[src/srpc_map.vh]
/*
 * register map of the system reset and power control block: offsets,
 * field positions, reset values and timings in nanoseconds.
 * assumes a 16-bit management register port addressed by 16-bit offsets.
 */
`ifndef SRPC_MAP_VH
`define SRPC_MAP_VH

`define SRPC_ADDR_IRQ_FLAGS       16'h0010
`define SRPC_ADDR_IRQ_MASK        16'h0020
`define SRPC_ADDR_SOFT_RESET      16'h8810
`define SRPC_ADDR_SOFT_PD         16'h8812
`define SRPC_ADDR_PHY_RESET       16'h8814
`define SRPC_ADDR_MAC_RESET       16'h8815
`define SRPC_ADDR_SYS_STATUS      16'h8818
`define SRPC_ADDR_PMG_CTRL        16'h8819
`define SRPC_ADDR_DIAG_CLK        16'h882C

`define SRPC_BIT_SW_IRQ           15
`define SRPC_BIT_HRD_RST_IRQ      12
`define SRPC_BIT_PD_REACHED       1
`define SRPC_BIT_STARTUP_DONE     0

`define SRPC_RST_IRQ_MASK         16'h1FFE
`define SRPC_RST_IRQ_FLAGS        16'h1000
`define SRPC_RST_DIAG_CLK         16'h0002
`define SRPC_MASK_WRITABLE        16'h1FFF
`define SRPC_FLAGS_LIVE           16'h9000

`define SRPC_STARTUP_NS           2000
`define SRPC_SUBRESET_NS          400
`define SRPC_SOFTRESET_NS         800
`define SRPC_CLK_NS               40

`endif

[src/srpc_pulse_timer.v]
/*
 * srpc_pulse_timer: holds a busy level for a fixed number of cycles after
 * a start pulse; a new start while busy restarts the count.
 * assumes start comes from logic on the same clock.
 */
`timescale 1ns/1ns
`default_nettype none

module srpc_pulse_timer #(
    parameter CYCLES = 10
) (
    input  wire clk_in,
    input  wire rst_in,
    input  wire ce_in,
    input  wire start_in,
    output reg  busy_out
);
    reg [15:0] count_q;

    always @(posedge clk_in or posedge rst_in) begin
        if (rst_in) begin
            count_q  <= 16'h0000;
            busy_out <= 1'b0;
        end else if (ce_in) begin
            if (start_in) begin
                count_q  <= CYCLES[15:0];
                busy_out <= 1'b1;
            end else if (count_q != 16'h0000) begin
                count_q  <= count_q - 16'h0001;
                busy_out <= (count_q != 16'h0001);
            end
        end
    end
endmodule

`default_nettype wire

[src/srpc_top.v]
/*
 * srpc_top: system reset and power control registers. holds the interrupt
 * mask and latched flags, soft chip reset, software power-down, phy and
 * mac-interface resets, system status, boot oscillator force and the
 * diagnostics clock enable.
 * assumes a synchronous 16-bit management register port: a write strobe
 * or read strobe with an address for one cycle, read data on the next.
 * the strap pin is asynchronous and is synchronised here.
 */
`timescale 1ns/1ns
`default_nettype none
`include "srpc_map.vh"

// Overview of operation
// - writing one to mask bit 15 raises software interrupt; reads zero.
// - hardware reset interrupt enable resets to one; clearing cannot hide reset event.
// - mask gates interrupt output per event; resets to 0x1FFE, low bits writable.
// - soft reset bit reinitialises chip like hardware reset, then self-clears.
// - software power-down switches most circuitry off; registers stay accessible.
// - software power-down reset value comes from the strap pin.
// - phy subsystem reset bit starts managed reset, self-clears on completion.
// - mac interface reset bit starts managed reset, self-clears on completion.
// - status bit 1 high only while in software power-down.
// - status bit 0 high once start-up sequence completes, except while in software power-down or soft reset.
// - power management bit 0 forces boot oscillator clock on.
// - diagnostics bit 0 enables diagnostics clock; register resets to two.
// - status flags latch on events regardless of mask, clear on read.
// - hardware reset flag reads one after reset; software event in bit 15.
module srpc_top #(
    parameter STARTUP_CYCLES   = (`SRPC_STARTUP_NS + `SRPC_CLK_NS - 1) / `SRPC_CLK_NS,
    parameter SUBRESET_CYCLES  = (`SRPC_SUBRESET_NS + `SRPC_CLK_NS - 1) / `SRPC_CLK_NS,
    parameter SOFTRESET_CYCLES = (`SRPC_SOFTRESET_NS + `SRPC_CLK_NS - 1) / `SRPC_CLK_NS
) (
    // clock, reset, enable
    input  wire        SYS_CLK_IN,
    input  wire        SYS_RST_IN,
    input  wire        CLK_EN_IN,
    // strap
    input  wire        POWERDOWN_STRAP_PIN_IN,
    // management register port
    input  wire        REG_WR_IN,
    input  wire        REG_RD_IN,
    input  wire [15:0] REG_ADDR_IN,
    input  wire [15:0] REG_WDATA_IN,
    output reg  [15:0] REG_RDATA_OUT,
    output reg         REG_RVALID_OUT,
    // system controls
    output reg         IRQ_OUT,
    output reg         CHIP_RESET_OUT,
    output reg         PHY_SUBSYSTEM_RESET_OUT,
    output reg         MAC_INTERFACE_RESET_OUT,
    output reg         POWERDOWN_OUT,
    output reg         FORCE_BOOT_OSC_CLOCK_OUT,
    output reg         DIAGNOSTICS_CLOCK_ENABLE_OUT
);
    localparam ST_STARTUP  = 2'b00;
    localparam ST_RUN      = 2'b01;
    localparam ST_PWRDOWN  = 2'b10;
    localparam ST_SOFTRST  = 2'b11;

    // strap synchroniser
    reg        strap_meta_q;
    reg        strap_sync_q;
    reg        strap_taken_q;
    reg [1:0]  strap_wait_q;

    reg [1:0]  state_q;
    reg [1:0]  state_d;
    reg [15:0] count_q;
    reg [15:0] count_d;

    reg [12:0] irq_enable_mask_q;
    reg [15:0] irq_latched_flags_q;
    reg        software_irq_event_q;
    reg        soft_powerdown_q;
    reg        force_boot_osc_clock_q;
    reg        diagnostics_clock_enable_q;
    reg        phy_start_q;
    reg        mac_start_q;
    reg        soft_rst_start_q;

    wire       phy_busy;
    wire       mac_busy;
    wire       wr_ok;
    wire       rd_flags;
    wire [15:0] flags_set;
    wire [15:0] irq_gate;

    function is_addr;
        input [15:0] a;
        input [15:0] b;
        begin
            is_addr = (a == b);
        end
    endfunction

    assign wr_ok    = REG_WR_IN & CLK_EN_IN;
    assign rd_flags = REG_RD_IN & CLK_EN_IN & is_addr(REG_ADDR_IN, `SRPC_ADDR_IRQ_FLAGS);
    assign flags_set = {software_irq_event_q, 15'h0000};
    // software and hard reset events pass unmasked: the hard reset enable
    // is reinitialised by the very reset that it reports
    assign irq_gate  = {1'b1, 2'b00, 1'b1, irq_enable_mask_q[11:0]};

    srpc_pulse_timer #(
        .CYCLES (SUBRESET_CYCLES)
    ) u_phy_timer (
        .clk_in   (SYS_CLK_IN),
        .rst_in   (SYS_RST_IN),
        .ce_in    (CLK_EN_IN),
        .start_in (phy_start_q),
        .busy_out (phy_busy)
    );

    srpc_pulse_timer #(
        .CYCLES (SUBRESET_CYCLES)
    ) u_mac_timer (
        .clk_in   (SYS_CLK_IN),
        .rst_in   (SYS_RST_IN),
        .ce_in    (CLK_EN_IN),
        .start_in (mac_start_q),
        .busy_out (mac_busy)
    );

    // strap passes two flops before it is used
    always @(posedge SYS_CLK_IN or posedge SYS_RST_IN) begin
        if (SYS_RST_IN) begin
            strap_meta_q <= 1'b0;
            strap_sync_q <= 1'b0;
        end else if (CLK_EN_IN) begin
            strap_meta_q <= POWERDOWN_STRAP_PIN_IN;
            strap_sync_q <= strap_meta_q;
        end
    end

    // start-up and soft reset sequencing
    always @* begin
        state_d = state_q;
        count_d = count_q;
        case (state_q)
            ST_STARTUP: begin
                if (count_q != 16'h0000) begin
                    count_d = count_q - 16'h0001;
                end else begin
                    state_d = soft_powerdown_q ? ST_PWRDOWN : ST_RUN;
                end
            end
            ST_RUN: begin
                if (soft_rst_start_q) begin
                    state_d = ST_SOFTRST;
                    count_d = SOFTRESET_CYCLES[15:0];
                end else if (soft_powerdown_q) begin
                    state_d = ST_PWRDOWN;
                end
            end
            ST_PWRDOWN: begin
                if (soft_rst_start_q) begin
                    state_d = ST_SOFTRST;
                    count_d = SOFTRESET_CYCLES[15:0];
                end else if (!soft_powerdown_q) begin
                    state_d = ST_RUN;
                end
            end
            default: begin
                if (count_q != 16'h0000) begin
                    count_d = count_q - 16'h0001;
                end else begin
                    state_d = ST_STARTUP;
                    count_d = STARTUP_CYCLES[15:0];
                end
            end
        endcase
    end

    always @(posedge SYS_CLK_IN or posedge SYS_RST_IN) begin
        if (SYS_RST_IN) begin
            state_q <= ST_STARTUP;
            count_q <= 16'h0000;
        end else if (CLK_EN_IN) begin
            if (!strap_taken_q) begin
                count_q <= STARTUP_CYCLES[15:0];
            end else begin
                state_q <= state_d;
                count_q <= count_d;
            end
        end
    end

    // register writes, self-clearing strobes and soft reset reinitialisation
    always @(posedge SYS_CLK_IN or posedge SYS_RST_IN) begin
        if (SYS_RST_IN) begin
            strap_taken_q              <= 1'b0;
            strap_wait_q               <= 2'b00;
            irq_enable_mask_q          <= 13'h1FFE;
            software_irq_event_q       <= 1'b0;
            soft_powerdown_q           <= 1'b0;
            force_boot_osc_clock_q     <= 1'b0;
            diagnostics_clock_enable_q <= 1'b0;
            phy_start_q                <= 1'b0;
            mac_start_q                <= 1'b0;
            soft_rst_start_q           <= 1'b0;
        end else if (CLK_EN_IN) begin
            software_irq_event_q <= 1'b0;
            phy_start_q          <= 1'b0;
            mac_start_q          <= 1'b0;
            soft_rst_start_q     <= 1'b0;
            if (!strap_taken_q) begin
                // wait two edges so the strap has crossed both sync stages;
                // only the second stage is read, never the first
                if (strap_wait_q == 2'b10) begin
                    strap_taken_q    <= 1'b1;
                    soft_powerdown_q <= strap_sync_q;
                end else begin
                    strap_wait_q <= strap_wait_q + 2'b01;
                end
            end else if (state_q == ST_SOFTRST) begin
                // soft reset restores control state; strap is taken again
                irq_enable_mask_q          <= 13'h1FFE;
                force_boot_osc_clock_q     <= 1'b0;
                diagnostics_clock_enable_q <= 1'b0;
                // drop the strap flag only on the last count, else the
                // sequencer would restart the soft reset for ever
                if (count_q == 16'h0000) begin
                    strap_taken_q <= 1'b0;
                    strap_wait_q  <= 2'b00;
                end
            end else if (wr_ok) begin
                if (is_addr(REG_ADDR_IN, `SRPC_ADDR_IRQ_MASK)) begin
                    irq_enable_mask_q    <= REG_WDATA_IN[12:0];
                    software_irq_event_q <= REG_WDATA_IN[`SRPC_BIT_SW_IRQ];
                end else if (is_addr(REG_ADDR_IN, `SRPC_ADDR_SOFT_RESET)) begin
                    soft_rst_start_q <= REG_WDATA_IN[0];
                end else if (is_addr(REG_ADDR_IN, `SRPC_ADDR_SOFT_PD)) begin
                    soft_powerdown_q <= REG_WDATA_IN[0];
                end else if (is_addr(REG_ADDR_IN, `SRPC_ADDR_PHY_RESET)) begin
                    phy_start_q <= REG_WDATA_IN[0];
                end else if (is_addr(REG_ADDR_IN, `SRPC_ADDR_MAC_RESET)) begin
                    mac_start_q <= REG_WDATA_IN[0];
                end else if (is_addr(REG_ADDR_IN, `SRPC_ADDR_PMG_CTRL)) begin
                    force_boot_osc_clock_q <= REG_WDATA_IN[0];
                end else if (is_addr(REG_ADDR_IN, `SRPC_ADDR_DIAG_CLK)) begin
                    diagnostics_clock_enable_q <= REG_WDATA_IN[0];
                end
            end
        end
    end

    // latched flags: a set in the cycle of a clearing read wins
    always @(posedge SYS_CLK_IN or posedge SYS_RST_IN) begin
        if (SYS_RST_IN) begin
            irq_latched_flags_q <= `SRPC_RST_IRQ_FLAGS;
        end else if (CLK_EN_IN) begin
            if (strap_taken_q && state_q == ST_SOFTRST) begin
                // soft reset counts as a hardware reset event
                irq_latched_flags_q <= `SRPC_RST_IRQ_FLAGS;
            end else if (rd_flags) begin
                irq_latched_flags_q <= flags_set;
            end else begin
                irq_latched_flags_q <= irq_latched_flags_q | flags_set;
            end
        end
    end

    // read port and registered outputs
    always @(posedge SYS_CLK_IN or posedge SYS_RST_IN) begin
        if (SYS_RST_IN) begin
            REG_RDATA_OUT                <= 16'h0000;
            REG_RVALID_OUT               <= 1'b0;
            IRQ_OUT                      <= 1'b0;
            CHIP_RESET_OUT               <= 1'b1;
            PHY_SUBSYSTEM_RESET_OUT      <= 1'b0;
            MAC_INTERFACE_RESET_OUT      <= 1'b0;
            POWERDOWN_OUT                <= 1'b0;
            FORCE_BOOT_OSC_CLOCK_OUT     <= 1'b0;
            DIAGNOSTICS_CLOCK_ENABLE_OUT <= 1'b0;
        end else if (CLK_EN_IN) begin
            REG_RVALID_OUT <= REG_RD_IN;
            REG_RDATA_OUT  <= 16'h0000;
            if (REG_RD_IN) begin
                if (is_addr(REG_ADDR_IN, `SRPC_ADDR_IRQ_FLAGS)) begin
                    REG_RDATA_OUT <= irq_latched_flags_q;
                end else if (is_addr(REG_ADDR_IN, `SRPC_ADDR_IRQ_MASK)) begin
                    REG_RDATA_OUT <= {3'b000, irq_enable_mask_q};
                end else if (is_addr(REG_ADDR_IN, `SRPC_ADDR_SOFT_RESET)) begin
                    REG_RDATA_OUT <= {15'h0000, state_q == ST_SOFTRST};
                end else if (is_addr(REG_ADDR_IN, `SRPC_ADDR_SOFT_PD)) begin
                    REG_RDATA_OUT <= {15'h0000, soft_powerdown_q};
                end else if (is_addr(REG_ADDR_IN, `SRPC_ADDR_PHY_RESET)) begin
                    REG_RDATA_OUT <= {15'h0000, phy_busy | phy_start_q};
                end else if (is_addr(REG_ADDR_IN, `SRPC_ADDR_MAC_RESET)) begin
                    REG_RDATA_OUT <= {15'h0000, mac_busy | mac_start_q};
                end else if (is_addr(REG_ADDR_IN, `SRPC_ADDR_SYS_STATUS)) begin
                    REG_RDATA_OUT <= {14'h0000, state_q == ST_PWRDOWN,
                                      state_q == ST_RUN};
                end else if (is_addr(REG_ADDR_IN, `SRPC_ADDR_PMG_CTRL)) begin
                    REG_RDATA_OUT <= {15'h0000, force_boot_osc_clock_q};
                end else if (is_addr(REG_ADDR_IN, `SRPC_ADDR_DIAG_CLK)) begin
                    REG_RDATA_OUT <= `SRPC_RST_DIAG_CLK |
                                     {15'h0000, diagnostics_clock_enable_q};
                end
            end
            IRQ_OUT <= |(irq_latched_flags_q & irq_gate);
            CHIP_RESET_OUT               <= !strap_taken_q || state_q == ST_SOFTRST
                                            || state_q == ST_STARTUP;
            PHY_SUBSYSTEM_RESET_OUT      <= phy_busy;
            MAC_INTERFACE_RESET_OUT      <= mac_busy;
            POWERDOWN_OUT                <= state_q == ST_PWRDOWN;
            FORCE_BOOT_OSC_CLOCK_OUT     <= force_boot_osc_clock_q;
            DIAGNOSTICS_CLOCK_ENABLE_OUT <= diagnostics_clock_enable_q;
        end
    end
endmodule

`default_nettype wire

[config.mk]
export PLATFORM = sky130hd
export DESIGN_NAME = srpc_top
export DESIGN_NICKNAME = d
export VERILOG_FILES = /design/src/srpc_pulse_timer.v /design/src/srpc_top.v
export VERILOG_INCLUDE_DIRS = /design/src /design/src/src
export SDC_FILE = /design/constraint.sdc
export NUM_CORES = 1
export LEC_CHECK = 0
export BUFFER_PORTS_ARGS = -buffer_cell sky130_fd_sc_hd__buf_2
export CORE_AREA = 3 3 110 91
export DETAILED_ROUTE_END_ITERATION = 12
export DIE_AREA = 0 0 113 94
export GPL_ROUTABILITY_DRIVEN = 1
export PLACE_DENSITY = 0.92
export SYNTH_ARGS = -nofsm -noshare
export SYNTH_HDL_FRONTEND = slang
export SYNTH_SLANG_ARGS = --single-unit
[constraint.sdc]
create_clock -name SYS_CLK_IN -period 5.7 [get_ports SYS_CLK_IN]
set_input_delay 0.57 -clock SYS_CLK_IN [delete_from_list [all_inputs] [get_ports SYS_CLK_IN]]
set_output_delay 0.57 -clock SYS_CLK_IN [all_outputs]
set_load 0.01 [all_outputs]
==> results.yml <==
power_and_ir_drop:
  pwr-share-seq_pct: 42.4
  p_leak_nw: 2.62
  netSwitchingFraction_pct: 38.0
  power.internal_mw: 1.67
  power_density_nw_per_um2: 446
  irDropWorstVdd_uv: 367
  comb_power_share_pct: 35.0
  clockPowerShare_pct: 22.6
  p_sw_mw: 1.02
synthesis:
  ys_warn_count: 0
  yosysMostFrequentCell: "dfrtp_1"
  yosys-top-cells-area: "dfrtp_1, dfstp_2, nor2_1"
  synth_area_um2: 5370
  synth_seq_area_share_pct: 47.8
  synth_edf_count: 0
  synth_top_area_share_pct: 41.0
  syn_nets: 583
  avgSynthCellArea_um2: 10.1
  ys_ff_latch: 102
  ys_types: 64
  syn_inst: 534
  ys_async_sr_fraction_pct: 100
  ys_top_cells_by_count: "dfrtp_1, nor2_1, o21ai_0"
  yosysTopAreaCell: "dfrtp_1"
  synthFlopType: "dfrtp_1"
clock_network:
  clkSinkCount: 102
  cts_setup_buffers: 0
  cts_resized: 0
  cts_tree: "built"
  cts_root_buf: "clkbuf_16"
  hold_buffers: 0
  clockBufferDepth: 2
  insertion_delay_ns: 0.34
  cts.htree.levels: 3
  cts_buffers: 9
  clkTransAtPathRegs_ns: 0.07
global_routing:
  use_met2_pct: 38.9
  top_usage_layer: "met2"
  grt_pass1_vias: 4312
  grtUsageMet3_pct: 4.83
  antenna_found_initial: 0
  use_met1_pct: 33.6
  grt_pass1_wl_um: 21000
  grt_max_degree: 53
  track_usage_pct: 24.2
  grt.overflow.total: 0
setup_path:
  worst_ep_required_time_ns: 5.97
  critical_path.most_common_cell: "a21oi_1"
  worstPathMaxFanout: 44
  rr_startpoint: "count_q[0]"
  crit_type: "in -> reg"
  critPathLaunchType: "input pin"
  cp_data_arrival_time_ns: 2.92
  max_stage_delay_ns: 0.55
  ff2ff_setup_slack_ns: 3.37
  r2r_end: "count_q[3]"
  end_kind: "register"
  r2r_cells: 7
  crit_chain: "buf_2 > buf_4 > inv_1 > a21oi_1 > o21ai_1 > or4_1 > a21oi_1"
  slowest_stage: "or4_1"
sta:
  post-route-period-util_pct: 46.5
  relSlewSlack_pct: 43.3
  finClkSkew_ns: 0.00488
  fmax_ghz: 0.377
  rsz0062_at_grt: "false"
  hold_violations: 0
  worst_pin_slew_ns: 0.850
  whs_ns: 0.299
  setup_viol: 0
  min_period_ns: 2.65
  slew_viol_final: 0
  fin_setup_tns_ns: 0
  fin_ws_ns: 3.05
floorplan:
  io_pins: 62
  initial_core_util_pct: 59.7
  die_w_um: 113
  num_rows: 31
  chipHeight_um: 94
  core_um2: 9000
  die_area_um2: 10600
detailed_routing:
  wire_per_inst_um: 18.0
  via_count: 4568
  vias_per_cell: 6.48
  ant_nets: 0
  first_pass_iters: 5
  drt_iter0_markers: 440
  route.detailed.drc: 0
  wl_um: 12700
final_layout:
  layout-drive-gt1-share_pct: 20.0
  diodes: 0
  syn_to_final_growth_pct: 12.1
  nets: 634
  fillCellCount: 652
  fin_util_pct: 66.9
hold_path:
  hold_class: "in -> async"
placed_design:
  portBuffers: 59
  place_congestion: 0.896
  pre_cts_slack_ns: 2.78
  dp_hpwl_um: 8660
status:
  status: "finished, final reports clean"
job:
  cap_violations: 0
## metrics by stage
step | instances | instance area [um2] | power [mW]
6_report | 705 | 6020 | 2.69
5_1_grt | 705 | 6020 | 2.85
4_1_cts | 705 | 6020 | 2.68
3_5_place_dp | 689 | 5730 | 2.05
3_3_place_gp | 689 | 5730 | 1.98
2_1_floorplan | 534 | 5370 | 1.81
## worst max-delay path: cells and delay by family
family,cells,cell delay (ns)
AO/OA/AOI/OAI,3,0.79
AND/OR/NAND/NOR,1,0.55
buffers and inverters,3,0.99
## kinds of logic (layout without fill, tap and decap cells)
group / count (synthesis) / in the layout / share of synthesized area (%)
and+or+nand+nor: 211 / 211 / 22.7
AOI/OAI and AO/OA: 134 / 134 / 17.4
DFF: 102 / 102 / 47.8
buffers and inverters: 41 / 97 / 3.21
xor gates and xnor gates: 20 / 20 / 3.26
muxes: 15 / 15 / 3.00
adders and majority gates: 11 / 11 / 2.56
## power groups by stage
stage / sequential [mW] / combinational [mW] / clock [mW]
2_1_floorplan: 1.09 / 0.718 / 0
3_3_place_gp: 1.12 / 0.854 / 0
3_5_place_dp: 1.14 / 0.913 / 0
4_1_cts: 1.13 / 0.930 / 0.613
5_1_grt: 1.16 / 1.04 / 0.644
6_report: 1.14 / 0.942 / 0.607
## layout make-up
type | instances | area, um2 | area share [%]
repair buffers | 61 | 310 | 5.15
multi-input cells | 391 | 2630 | 43.7
clock buffers | 11 | 243 | 4.03
inverters | 20 | 77.6 | 1.29
flip-flops and latches | 102 | 2570 | 42.7
clock inverters | 5 | 50.0 | 0.831
well taps | 115 | 144 | 2.39
## layout by cell type, fill, tap and decap left out, types with 9 or more instances in the layout
cell type,n
a22o_1,17
o22a_1,12
nor3_1,13
clkbuf_16,9
a21oi_1,24
nor2_1,50
xor2_1,13
buf_2,59
dfrtp_1,88
nor4_1,13
nor2b_1,10
or3_1,12
nand2_1,26
nand3_1,19
dfstp_2,14
mux2_2,9
ha_1,11
inv_1,19
nand4_1,9
o21ai_0,28
## worst max-delay path by stage
stage          startpoint                           end  slack (ns)  cells past startpoint
3_3_place_gp    CLK_EN_IN                    count_q[9]        2.83                      7
6_report        CLK_EN_IN                    count_q[9]        3.05                      7
3_5_place_dp    CLK_EN_IN                   count_q[15]        2.78                      7
5_1_grt         CLK_EN_IN                    count_q[9]        2.88                      7
4_1_cts         CLK_EN_IN                    count_q[9]        3.12                      7
2_1_floorplan  SYS_RST_IN  DIAGNOSTICS_CLOCK_ENABLE_OUT        2.48                      1
## sequential cells by signal (all words and copies together) (netlist names), 2 cells and up
| signal | cells |
|---|---|
| state_q | 2 |
| irq_latched_flags_q | 2 |
| u_mac_timer.count_q | 16 |
| REG_RDATA_OUT | 15 |
| strap_wait_q | 2 |
| u_phy_timer.count_q | 16 |
| irq_enable_mask_q | 13 |
| count_q | 16 |
## layer usage
layer  routed length (um)  vias to the layer above
met5                    0                        -
met4                  191                        0
met3                  977                       29
met2                 6200                      249
met1                 5290                     2203
li1                     -                     2087
Power figures use the tool's default switching activity.
